--- config.mk ---
export PLATFORM = sky130hd
export DESIGN_NAME = tbadc_control
export DESIGN_NICKNAME = d
export VERILOG_FILES = /design/src/rtl/tbadc_pkg.sv /design/src/rtl/tbadc_control.sv /design/src/rtl/tbadc_result_mem.sv
export SDC_FILE = /design/constraint.sdc
export NUM_CORES = 1
export LEC_CHECK = 0
export BUFFER_PORTS_ARGS = -buffer_cell sky130_fd_sc_hd__buf_4
export CORE_ASPECT_RATIO = 1.1
export CORE_MARGIN = 2
export CORE_UTILIZATION = 45
export DETAILED_ROUTE_END_ITERATION = 7
export SLEW_MARGIN = 25
export SYNTH_ARGS = -nofsm -noshare
export SYNTH_HDL_FRONTEND = slang
export SYNTH_SLANG_ARGS = --single-unit
--- constraint.sdc ---
create_clock -name ref_clk -period 2.44 [get_ports ref_clk]
set_clock_uncertainty 0.1 [all_clocks]
set_input_delay 0.732 -clock ref_clk [delete_from_list [all_inputs] [get_ports ref_clk]]
set_output_delay 0.732 -clock ref_clk [all_outputs]
set_load 0.02 [all_outputs]
--- src/rtl/tbadc_pkg.sv ---
// Purpose: constants shared by the ten-bit converter control block
// Assumes: classic Wishbone slave, 8-bit data in low bits of 32-bit bus
// Notes:   register offsets are word aligned byte addresses
package tbadc_pkg;
    localparam logic [7:0] OFS_STATUS_CONTROL = 8'h00;
    localparam logic [7:0] OFS_RESULT_HIGH    = 8'h04;
    localparam logic [7:0] OFS_RESULT_LOW     = 8'h08;
    localparam logic [7:0] OFS_CLOCK          = 8'h0C;
    localparam logic [7:0] OFS_SAMPLE_RAM     = 8'h10;
    // status/control fields
    localparam int         SC_DONE_BIT   = 7;
    localparam int         SC_CHAN_LSB   = 0;
    localparam int         SC_CHAN_W     = 5;
    // clock register fields
    localparam int         CK_ASYNC_EN   = 0;
    localparam int         CK_MODE10     = 2;
    localparam int         CK_LSMP       = 4;
    localparam int         CK_SRC_SEL    = 5;
    localparam logic [4:0] CHAN_PB0      = 5'h08;
    localparam logic [4:0] CHAN_PB1      = 5'h09;
    localparam logic [4:0] CHAN_BANDGAP  = 5'h1A;
    localparam logic [4:0] CHAN_OFF      = 5'h1F;
    localparam int         NUM_PINS      = 10;
    localparam logic [3:0] SHORT_SAMPLE  = 4'h3;
    localparam logic [3:0] LONG_SAMPLE   = 4'hF;
    localparam logic [3:0] CONVERT_COUNT = 4'hA;
    localparam logic [7:0] RESET_BYTE    = 8'h00;
    typedef enum logic [2:0] {
        TB_IDLE   = 3'b001,
        TB_SAMPLE = 3'b010,
        TB_CONV   = 3'b100
    } tbadc_state_e;
endpackage

--- src/rtl/tbadc_control.sv ---
// Purpose: control side of a ten-bit converter behind a Wishbone slave
// Assumes: analog core is external and returns a ten-bit sample on done
// Notes:   core clock choice and stop-mode gating are outputs to clocking
`timescale 1ns/1ps
`default_nettype none
module tbadc_control
    import tbadc_pkg::*;
#(
    parameter int DW = 32
) (
    input  wire logic          ref_clk,
    input  wire logic          rst_n,
    input  wire logic          wb_cyc_i,
    input  wire logic          wb_stb_i,
    input  wire logic          wb_we_i,
    input  wire logic [7:0]    wb_adr_i,
    input  wire logic [3:0]    wb_sel_i,
    input  wire logic [DW-1:0] wb_dat_i,
    output logic      [DW-1:0] wb_dat_o,
    output logic               wb_ack_o,
    input  wire logic          stopMode,
    input  wire logic [9:0]    analogSample,
    input  wire logic          analogReady,
    output logic      [4:0]    analogChannel,
    output logic               analogSampling,
    output logic               clockSourceAsync,
    output logic               converterClockRun,
    output logic      [NUM_PINS-1:0] pinAnalogSelect,
    output logic               convDone
);
    logic [7:0] scReg_q;
    logic [7:0] ckReg_q;
    logic [9:0] result_q;
    logic       done_q;
    logic       ack_q;
    logic [DW-1:0] rdat_q;
    tbadc_state_e state_q;
    logic [3:0] cnt_q;
    logic [4:0] chanRun_q;
    logic [NUM_PINS-1:0] pinSel_q;
    logic       clkSrc_q;
    logic       clkRun_q;
    logic       sampling_q;
    logic [4:0] chanOut_q;
    logic [9:0] memRd;

    // channel decode used for pin map and validity
    function automatic logic [NUM_PINS-1:0] chanToPin(input logic [4:0] c);
        logic [NUM_PINS-1:0] p;
        p = '0;
        if (c < 5'(NUM_PINS)) begin
            p[c[3:0]] = 1'b1;
        end
        return p;
    endfunction

    function automatic logic chanValid(input logic [4:0] c);
        return (c < 5'(NUM_PINS)) || (c == CHAN_BANDGAP);
    endfunction

    // bus decode
    wire        req      = wb_cyc_i & wb_stb_i & ~ack_q;
    wire        lane0    = wb_sel_i[0];
    wire        wrSc     = req & wb_we_i & lane0
                           & (wb_adr_i == OFS_STATUS_CONTROL);
    wire        wrCk     = req & wb_we_i & lane0 & (wb_adr_i == OFS_CLOCK);
    wire        rdLow    = req & ~wb_we_i & (wb_adr_i == OFS_RESULT_LOW);
    wire [4:0]  newChan  = wb_dat_i[SC_CHAN_LSB +: SC_CHAN_W];
    wire        startReq = wrSc & chanValid(newChan);
    wire        mode10   = ckReg_q[CK_MODE10];
    wire        asyncEn  = ckReg_q[CK_ASYNC_EN];
    wire        srcAsync = ckReg_q[CK_SRC_SEL];
    wire        finish   = (state_q == TB_CONV) & analogReady
                           & (cnt_q == 4'h0);
    wire [3:0]  sampLen  = ckReg_q[CK_LSMP] ? LONG_SAMPLE
                                              : SHORT_SAMPLE;
    // eight-bit mode keeps the top eight bits, right justified
    wire [9:0]  modeRes  = mode10 ? analogSample
                                  : {2'b00, analogSample[9:2]};
    // in stop mode the converter runs only while the async clock enable bit is set
    wire        runOk    = ~stopMode | asyncEn;
    wire [7:0]  scRead   = {done_q, scReg_q[6:0]};
    wire [7:0]  rhRead   = {6'h00, result_q[9:8]};
    wire [7:0]  rlRead   = result_q[7:0];
    wire [DW-1:0] rdMux  =
        (wb_adr_i == OFS_STATUS_CONTROL) ? DW'(scRead) :
        (wb_adr_i == OFS_RESULT_HIGH)    ? DW'(rhRead) :
        (wb_adr_i == OFS_RESULT_LOW)     ? DW'(rlRead) :
        (wb_adr_i == OFS_CLOCK)          ? DW'(ckReg_q) :
        (wb_adr_i[7:6] == OFS_SAMPLE_RAM[7:6] + 2'b01) ? DW'(memRd) :
        '0;

    tbadc_result_mem #(
        .WIDTH (10),
        .DEPTH (32),
        .AW    (5)
    ) u_mem (
        .ref_clk (ref_clk),
        .wrEn    (finish),
        .wrAddr  (chanRun_q),
        .wrData  (modeRes),
        .rdAddr  (wb_adr_i[6:2]),
        .rdData  (memRd)
    );

    // registers; separate clock bits so one write path per field
    always_ff @(posedge ref_clk or negedge rst_n) begin
        if (!rst_n) begin
            scReg_q <= {3'b000, CHAN_OFF};
            ckReg_q <= RESET_BYTE;
        end else begin
            if (wrSc) begin
                scReg_q <= {wb_dat_i[6:0] & 7'h7F} == 7'h00 ?
                           8'h00 : {1'b0, wb_dat_i[6:0]};
            end
            if (wrCk) begin
                ckReg_q <= wb_dat_i[7:0];
            end
        end
    end

    // result and done flag: set on finish wins over read clear
    always_ff @(posedge ref_clk or negedge rst_n) begin
        if (!rst_n) begin
            result_q <= 10'h000;
            done_q   <= 1'b0;
        end else begin
            if (finish) begin
                result_q <= modeRes;
                done_q   <= 1'b1;
            end else if (rdLow | wrSc) begin
                done_q   <= 1'b0;
            end
        end
    end

    // sequencer: idle, sample, convert
    always_ff @(posedge ref_clk or negedge rst_n) begin
        if (!rst_n) begin
            state_q   <= TB_IDLE;
            cnt_q     <= 4'h0;
            chanRun_q <= CHAN_OFF;
        end else begin
            case (state_q)
                TB_IDLE: begin
                    if (startReq & runOk) begin
                        state_q   <= TB_SAMPLE;
                        cnt_q     <= sampLen;
                        chanRun_q <= newChan;
                    end
                end
                TB_SAMPLE: begin
                    if (startReq) begin
                        cnt_q     <= sampLen;
                        chanRun_q <= newChan;
                    end else if (!runOk) begin
                        state_q <= TB_IDLE;
                    end else if (cnt_q == 4'h0) begin
                        state_q <= TB_CONV;
                        cnt_q   <= CONVERT_COUNT;
                    end else begin
                        cnt_q <= cnt_q - 4'h1;
                    end
                end
                TB_CONV: begin
                    if (!runOk) begin
                        state_q <= TB_IDLE;
                    end else if (finish) begin
                        state_q <= TB_IDLE;
                    end else if (cnt_q != 4'h0) begin
                        cnt_q <= cnt_q - 4'h1;
                    end
                end
                default: state_q <= TB_IDLE;
            endcase
        end
    end

    // output flops; pin select only flags the analog tap, never the pad
    always_ff @(posedge ref_clk or negedge rst_n) begin
        if (!rst_n) begin
            pinSel_q   <= '0;
            clkSrc_q   <= 1'b0;
            clkRun_q   <= 1'b0;
            sampling_q <= 1'b0;
            chanOut_q  <= CHAN_OFF;
        end else begin
            pinSel_q   <= chanToPin(scReg_q[4:0]);
            clkSrc_q   <= srcAsync;
            clkRun_q   <= (state_q != TB_IDLE) & runOk;
            sampling_q <= (state_q == TB_SAMPLE);
            chanOut_q  <= chanRun_q;
        end
    end

    // bus answer one cycle after request
    always_ff @(posedge ref_clk or negedge rst_n) begin
        if (!rst_n) begin
            ack_q  <= 1'b0;
            rdat_q <= '0;
        end else begin
            ack_q  <= req;
            rdat_q <= req ? rdMux : '0;
        end
    end

    assign wb_ack_o          = ack_q;
    assign wb_dat_o          = rdat_q;
    assign analogChannel     = chanOut_q;
    assign analogSampling    = sampling_q;
    assign clockSourceAsync  = clkSrc_q;
    assign converterClockRun = clkRun_q;
    assign pinAnalogSelect   = pinSel_q;
    assign convDone          = done_q;
endmodule
`default_nettype wire

--- src/rtl/tbadc_result_mem.sv ---
// Purpose: small per-channel result store with registered read
// Assumes: single clock, one write and one read port
// Notes:   read data valid the cycle after the address
`timescale 1ns/1ps
`default_nettype none
module tbadc_result_mem #(
    parameter int WIDTH = 10,
    parameter int DEPTH = 32,
    parameter int AW    = 5
) (
    input  wire logic             ref_clk,
    input  wire logic             wrEn,
    input  wire logic [AW-1:0]    wrAddr,
    input  wire logic [WIDTH-1:0] wrData,
    input  wire logic [AW-1:0]    rdAddr,
    output logic      [WIDTH-1:0] rdData
);
    logic [WIDTH-1:0] mem [DEPTH];
    // no reset on the array; an entry never written reads back unknown
    always_ff @(posedge ref_clk) begin
        if (wrEn) begin
            mem[wrAddr] <= wrData;
        end
        rdData <= mem[rdAddr];
    end
endmodule
`default_nettype wire

Word level (Yosys, flattened, before mapping)

Memories as Yosys holds them, arrays and structs flattened. A register that Yosys moved wholly into a read port is not among the register bits.
Index checks and enable logic that the tools add are counted.

Order comparisons: 4
Bitwise logic cells: 18
Add/subtract/negate cells: 1
Reduce and logical (&&, ||, !) cells: 12
Muxes and demuxes: 34
Equal/unequal tests: 18

Operators by type and width:

| operator             | count |
|---|---|
| $mux W10             | 8 |
| $mux W4              | 8 |
| $mux W3              | 6 |
| $eq A8 B4 Y1 const B | 2 |
| $and A1 B1 Y1        | 13 |
| $pmux W4 S3          | 1 |
| $lt A5 B4 Y1 const B | 2 |
| $mux W5              | 2 |
| $ne A2 B2 Y1 const B | 5 |
| $pmux W5 S2          | 1 |
| $ne A3 B3 Y1 const B | 3 |
| $pmux W3 S3          | 1 |
| $eq A8 B3 Y1 const B | 1 |
| $logic_not A8 Y1     | 1 |
| $logic_not A7 Y1     | 1 |
| $mux W7              | 1 |
| $reduce_and A6 Y1    | 1 |
| $eq A5 B5 Y1 const B | 1 |
| $lt A4 B5 Y1 const B | 1 |
| $mux W1              | 5 |
| $demux W1 S4         | 1 |
| $ge A4 B1 Y1 const B | 1 |
| $logic_not A4 Y1     | 1 |
| $reduce_and A4 Y1    | 1 |
| 15 further kinds     | 19 |

Logic and storage cells: 102
Memories kept: 1
Bits in registers: 67
RAM bits: 320
Output and inout bits: 52

Memory list:

| name      | depth | bits a word | rd ports | clocked after Yosys merged registers in | wr ports | RTL line               | RTL |
|---|---|---|---|---|---|---|---|
| u_mem.mem | 32    | 10          | 1        | 1                                       | 1        | tbadc_result_mem.sv:18 | `logic [WIDTH-1:0] mem [DEPTH];` |

Longest topological paths before layout

Word-level depth: 9
Mapped depth: 7
Depth with buffers taken out: 7

Hierarchy

A second synthesis with hierarchy kept.

Cell total of the unflattened synthesis: 1018
Area total of the unflattened synthesis: 16278.1 um^2

By module, submodules not included:

| module           | instances | cells an instance | area an instance (um^2) |
|---|---|---|---|
| tbadc_result_mem | 1         | 733               | 12993.7 |
| tbadc_control    | 1         | 285               | 3284.4 |

Least setup slack after synthesis

OpenSTA, ideal clock, no wires.

Path kind: input-to-reg
Start: in wb_adr_i[2]
End: reg u_mem.rdData[1] (read register of u_mem.mem)
Library setup time: 0.121 ns
Setup slack: -0.494 ns
Data arrival time: 2.714 ns
Data required time: 2.219 ns
Stages: 6
Path buffers: 3
Cells stage by stage: clkbuf_1 buf_2 buf_2 mux4_2 mux4_2 mux2_2

RTL lines:

| element         | RTL line               | RTL |
|---|---|---|
| start, declared | tbadc_control.sv:16    | `input wire logic [7:0] wb_adr_i,` |
| end, declared   | tbadc_result_mem.sv:16 | `output logic [WIDTH-1:0] rdData` |

Worst setup path after layout

Start: in wb_adr_i[4]
End: reg cnt_q[2]

Cells in the longest elaborated chain, start to end: 6

RTL lines:

| element                     | RTL line             | RTL |
|---|---|---|
| $logic_not A8 Y1 *          | tbadc_control.sv:65  | `& (wb_adr_i == OFS_STATUS_CONTROL);` |
| $and A1 B1 Y1 *             | tbadc_control.sv:65  |  |
| $and A1 B1 Y1 *             | tbadc_control.sv:69  | `wire startReq = wrSc & chanValid(newChan);` |
| $and A1 B1 Y1               | tbadc_control.sv:146 | `if (startReq & runOk) begin` |
| $ne A2 B2 Y1 (no line)      | --                   |  |
| $reduce_and A6 Y1 (no line) | --                   |  |
| end signal, assigned        | tbadc_control.sv:148 | `cnt_q <= sampLen;` |
| end signal, assigned        | tbadc_control.sv:154 | `cnt_q <= sampLen;` |
| end signal, assigned        | tbadc_control.sv:162 | `cnt_q <= cnt_q - 4'h1;` |
| end, declared               | tbadc_control.sv:38  | `logic [3:0] cnt_q;` |

Mark *: on every way between the ends. The rest lies on a longest branch, timed or not.
A chain may end at the register's enable or synchronous reset.

==> qor.csv <==
metric,value,unit
outcome,finished clean,
Clock Latency Late Sink,0.54,ns
asr flop ratio synth,16.9,%
synth warn,0,
Crit path arrival time,2.69,ns
crit-path max FO,3,
max-slew violation count,0,
maximum clock rate,423,MHz
worst hold slack,0.0660,ns
Reg2Reg Depth,8,
post-synth top area cell,edfxtp_1,
vias in the first global route,8166,
Port Buffers,63,
Synth Flop Type,edfxtp_1,
WL final,32.8,mm
clock slew at reported path FFs,0.06,ns
Core Region,34400,um^2
Yosys cell types,55,
top cell type's share of synthesized area,61.0,%
final hold violation count,0,
dpl cells,1378,
std cell rows,71,
period utilisation layout,96.8,%
"Cell Chain, Critical Path",buf_4 > or4_4 > or4b_4 > or2_1 > a21o_1 > a221o_1,
hold crit path type,input pin to async pin,
Least-Margin Pin Slew,0.707,ns
hold buffers post-CTS,0,
"Worst Path Class, Setup",input pin to flip-flop,
post-synthesis sequential area ratio,73.0,%
Power Dens Cells,735,nW/um^2
Max IR drop VDD,0.000419,V
Syn Area/Cell,19.5,um^2
Nets,1045,
maximum level of the CTS H-tree,2,
Clock Tree Buf Depth,3,
register bit total from synthesis,397,
layout cells sized above 1,41.0,%
DRT antenna net count,0,
Num CTS Buffers,40,
Slew HR,52.9,%
"slowest stage delay, CP",0.57,ns
Initial Util,45.8,%
Setup crit end kind,flip-flop,
antenna cells,0,
number of enable flip-flop cells after synthesis,320,
Die Height,200,um
"Core Util, Final",55.3,%
Worst Path Required,2.76,ns
root buffer cell,clkbuf_16,
Final Power,14.0,mW
Fin Setup TNS,0,ns
die area,36500,um^2
CTS Sinks,397,
via count,7915,
GRT Util Overall,18.6,%
"commonest cells after routing, fill and taps aside","edfxtp_1 (320), buf_4 (154), mux4_2 (100), dfrtp_1 (51)",
"Cell Count, Final, Fillers Out",1451,
hpwl dp,22.6,mm
largest net degree at the start of global routing,57,
Starting DRT DRC Count,538,
wire per inst,22.6,um
Setup crit start kind,input pin,
synthesized cell area,15800,um^2
Die W,182,um
drt pass-1 iters,5,
CP max-delay cell,or4_4,
static leakage,6.94,nW
post-CTS setup buffer count,0,
antenna violations before repair,0,
CTS tree,done,
synth-to-layout area growth,20.5,%
"commonest non-fill, non-tap cell in the layout",edfxtp_1,
max-cap violations,0,
DR DRC count,0,
RSZ-0062 raised after global routing,false,
total gr overflow,0,
Vias/cell,5.45,
Mapped Cells,807,
final setup fails,0,
I/O pin cnt,113,
RePlAce Congestion,0.821,
post-layout min period,2.36,ns
first-pass GRT wire length,50.6,mm
synth top area cells,"edfxtp_1 (61%), mux4_2 (14%), dfrtp_1 (8.1%)",
-- metrics by stage --
stage | cell area (um^2) | setup WS [ns]
after floorplan | 16000 | -0.374
after global placement | 17700 | -0.484
after detailed placement | 17700 | -0.485
after CTS | 19000 | 0.0743
after global routing | 19000 | 0.00261
final | 19000 | 0.0775
-- synthesized netlist by cell type, types with 3 or more instances --
library cell / instances
buf_2: 7
mux2_2: 48
inv_1: 8
a21oi_1: 15
edfxtp_1: 320
and2_1: 4
or3_1: 3
nor2b_1: 5
clkbuf_1: 29
nor2_1: 43
nor3b_1: 6
nand2b_1: 4
buf_1: 4
nand2_1: 31
o21ai_0: 10
mux4_2: 100
buf_4: 22
and3_1: 3
dfrtp_1: 51
dfxtp_1: 10
nor3_1: 7
nand3b_1: 7
a22oi_1: 5
or3b_2: 5
dfstp_2: 16
nand3_1: 3
-- per-layer routing --
metal  routed length (um)  share of wire [%]  up-vias  global-route usage (%)
li1                     -                  -     3560                       -
met1                14500                 44     4122                    26.2
met2                16300                 50      196                    30.8
met3                 1470                4.5       37                    2.84
met4                  489                1.5        0                    4.44
met5                    0                  0        -                       0
-- sequential cells by signal, summed over array words and instances, names as in the netlist, 7 cells and up --
name	cells
wb_dat_o	10
ckReg_q	8
u_mem.rdData	10
u_mem.mem	320
scReg_q	7
result_q	10
pinAnalogSelect	10
-- cell type report --
| type | count | area, um^2 |
|---|---|---|
| clock buffer | 55 | 1110 |
| clock inverter | 18 | 170 |
| fill | 2599 | 15400 |
| inverter | 8 | 30.0 |
| multi-input combinational | 360 | 4060 |
| sequential | 397 | 11500 |
| tap | 438 | 548 |
| timing repair buffer | 175 | 1570 |
-- cells by family (layout without fill, tap and decap cells) --
family	count (synthesis)	in the layout	synth area share (%)
AO/OA/AOI/OAI	51	51	2.10
XOR/XNOR	1	1	0.0556
adder cells (fa/ha/maj)	2	2	0.159
buffers and inverters	71	256	2.32
flip-flops	397	397	73.0
multiplexers	150	150	17.8
other	1	22	0.0238
AND/OR/NAND/NOR	134	134	4.48
-- power by group --
part / internal [mW] / leakage (nW) / switching [mW]
registers: 7.34 / 3.97 / 0.0137
logic: 0.302 / 2.35 / 0.371
clock network: 3.51 / 0.620 / 2.42
total: 11.2 / 6.94 / 2.81
-- path summary, 6_finish.rpt --
path	startpoint	endpoint	slack [ns]
worst max register to register	cnt_q[0]	u_mem.mem[0][0]	0.16
max in group asynchronous	rst_n	state_q[0]	1.59
worst min register to register	chanRun_q[1]	analogChannel[1]	0.30
min in group ref_clk	chanRun_q[1]	analogChannel[1]	0.30
worst max-delay path	wb_adr_i[4]	cnt_q[2]	0.08
worst min-delay path	rst_n	converterClockRun	0.07
-- worst max-delay path, delay by kind of cell --
family                 cells  cell delay [ns]
and+or+nand+nor            3             1.35
buffers and inverters      1             0.11
AOI/OAI and AO/OA          2             0.49
-- what timing repair did --
item,CTS,global route
endpoints found under the hold margin,0,0
setup endpoints to repair,79,0
gates resized for setup,2,0
Power figures use the tool's default switching activity.
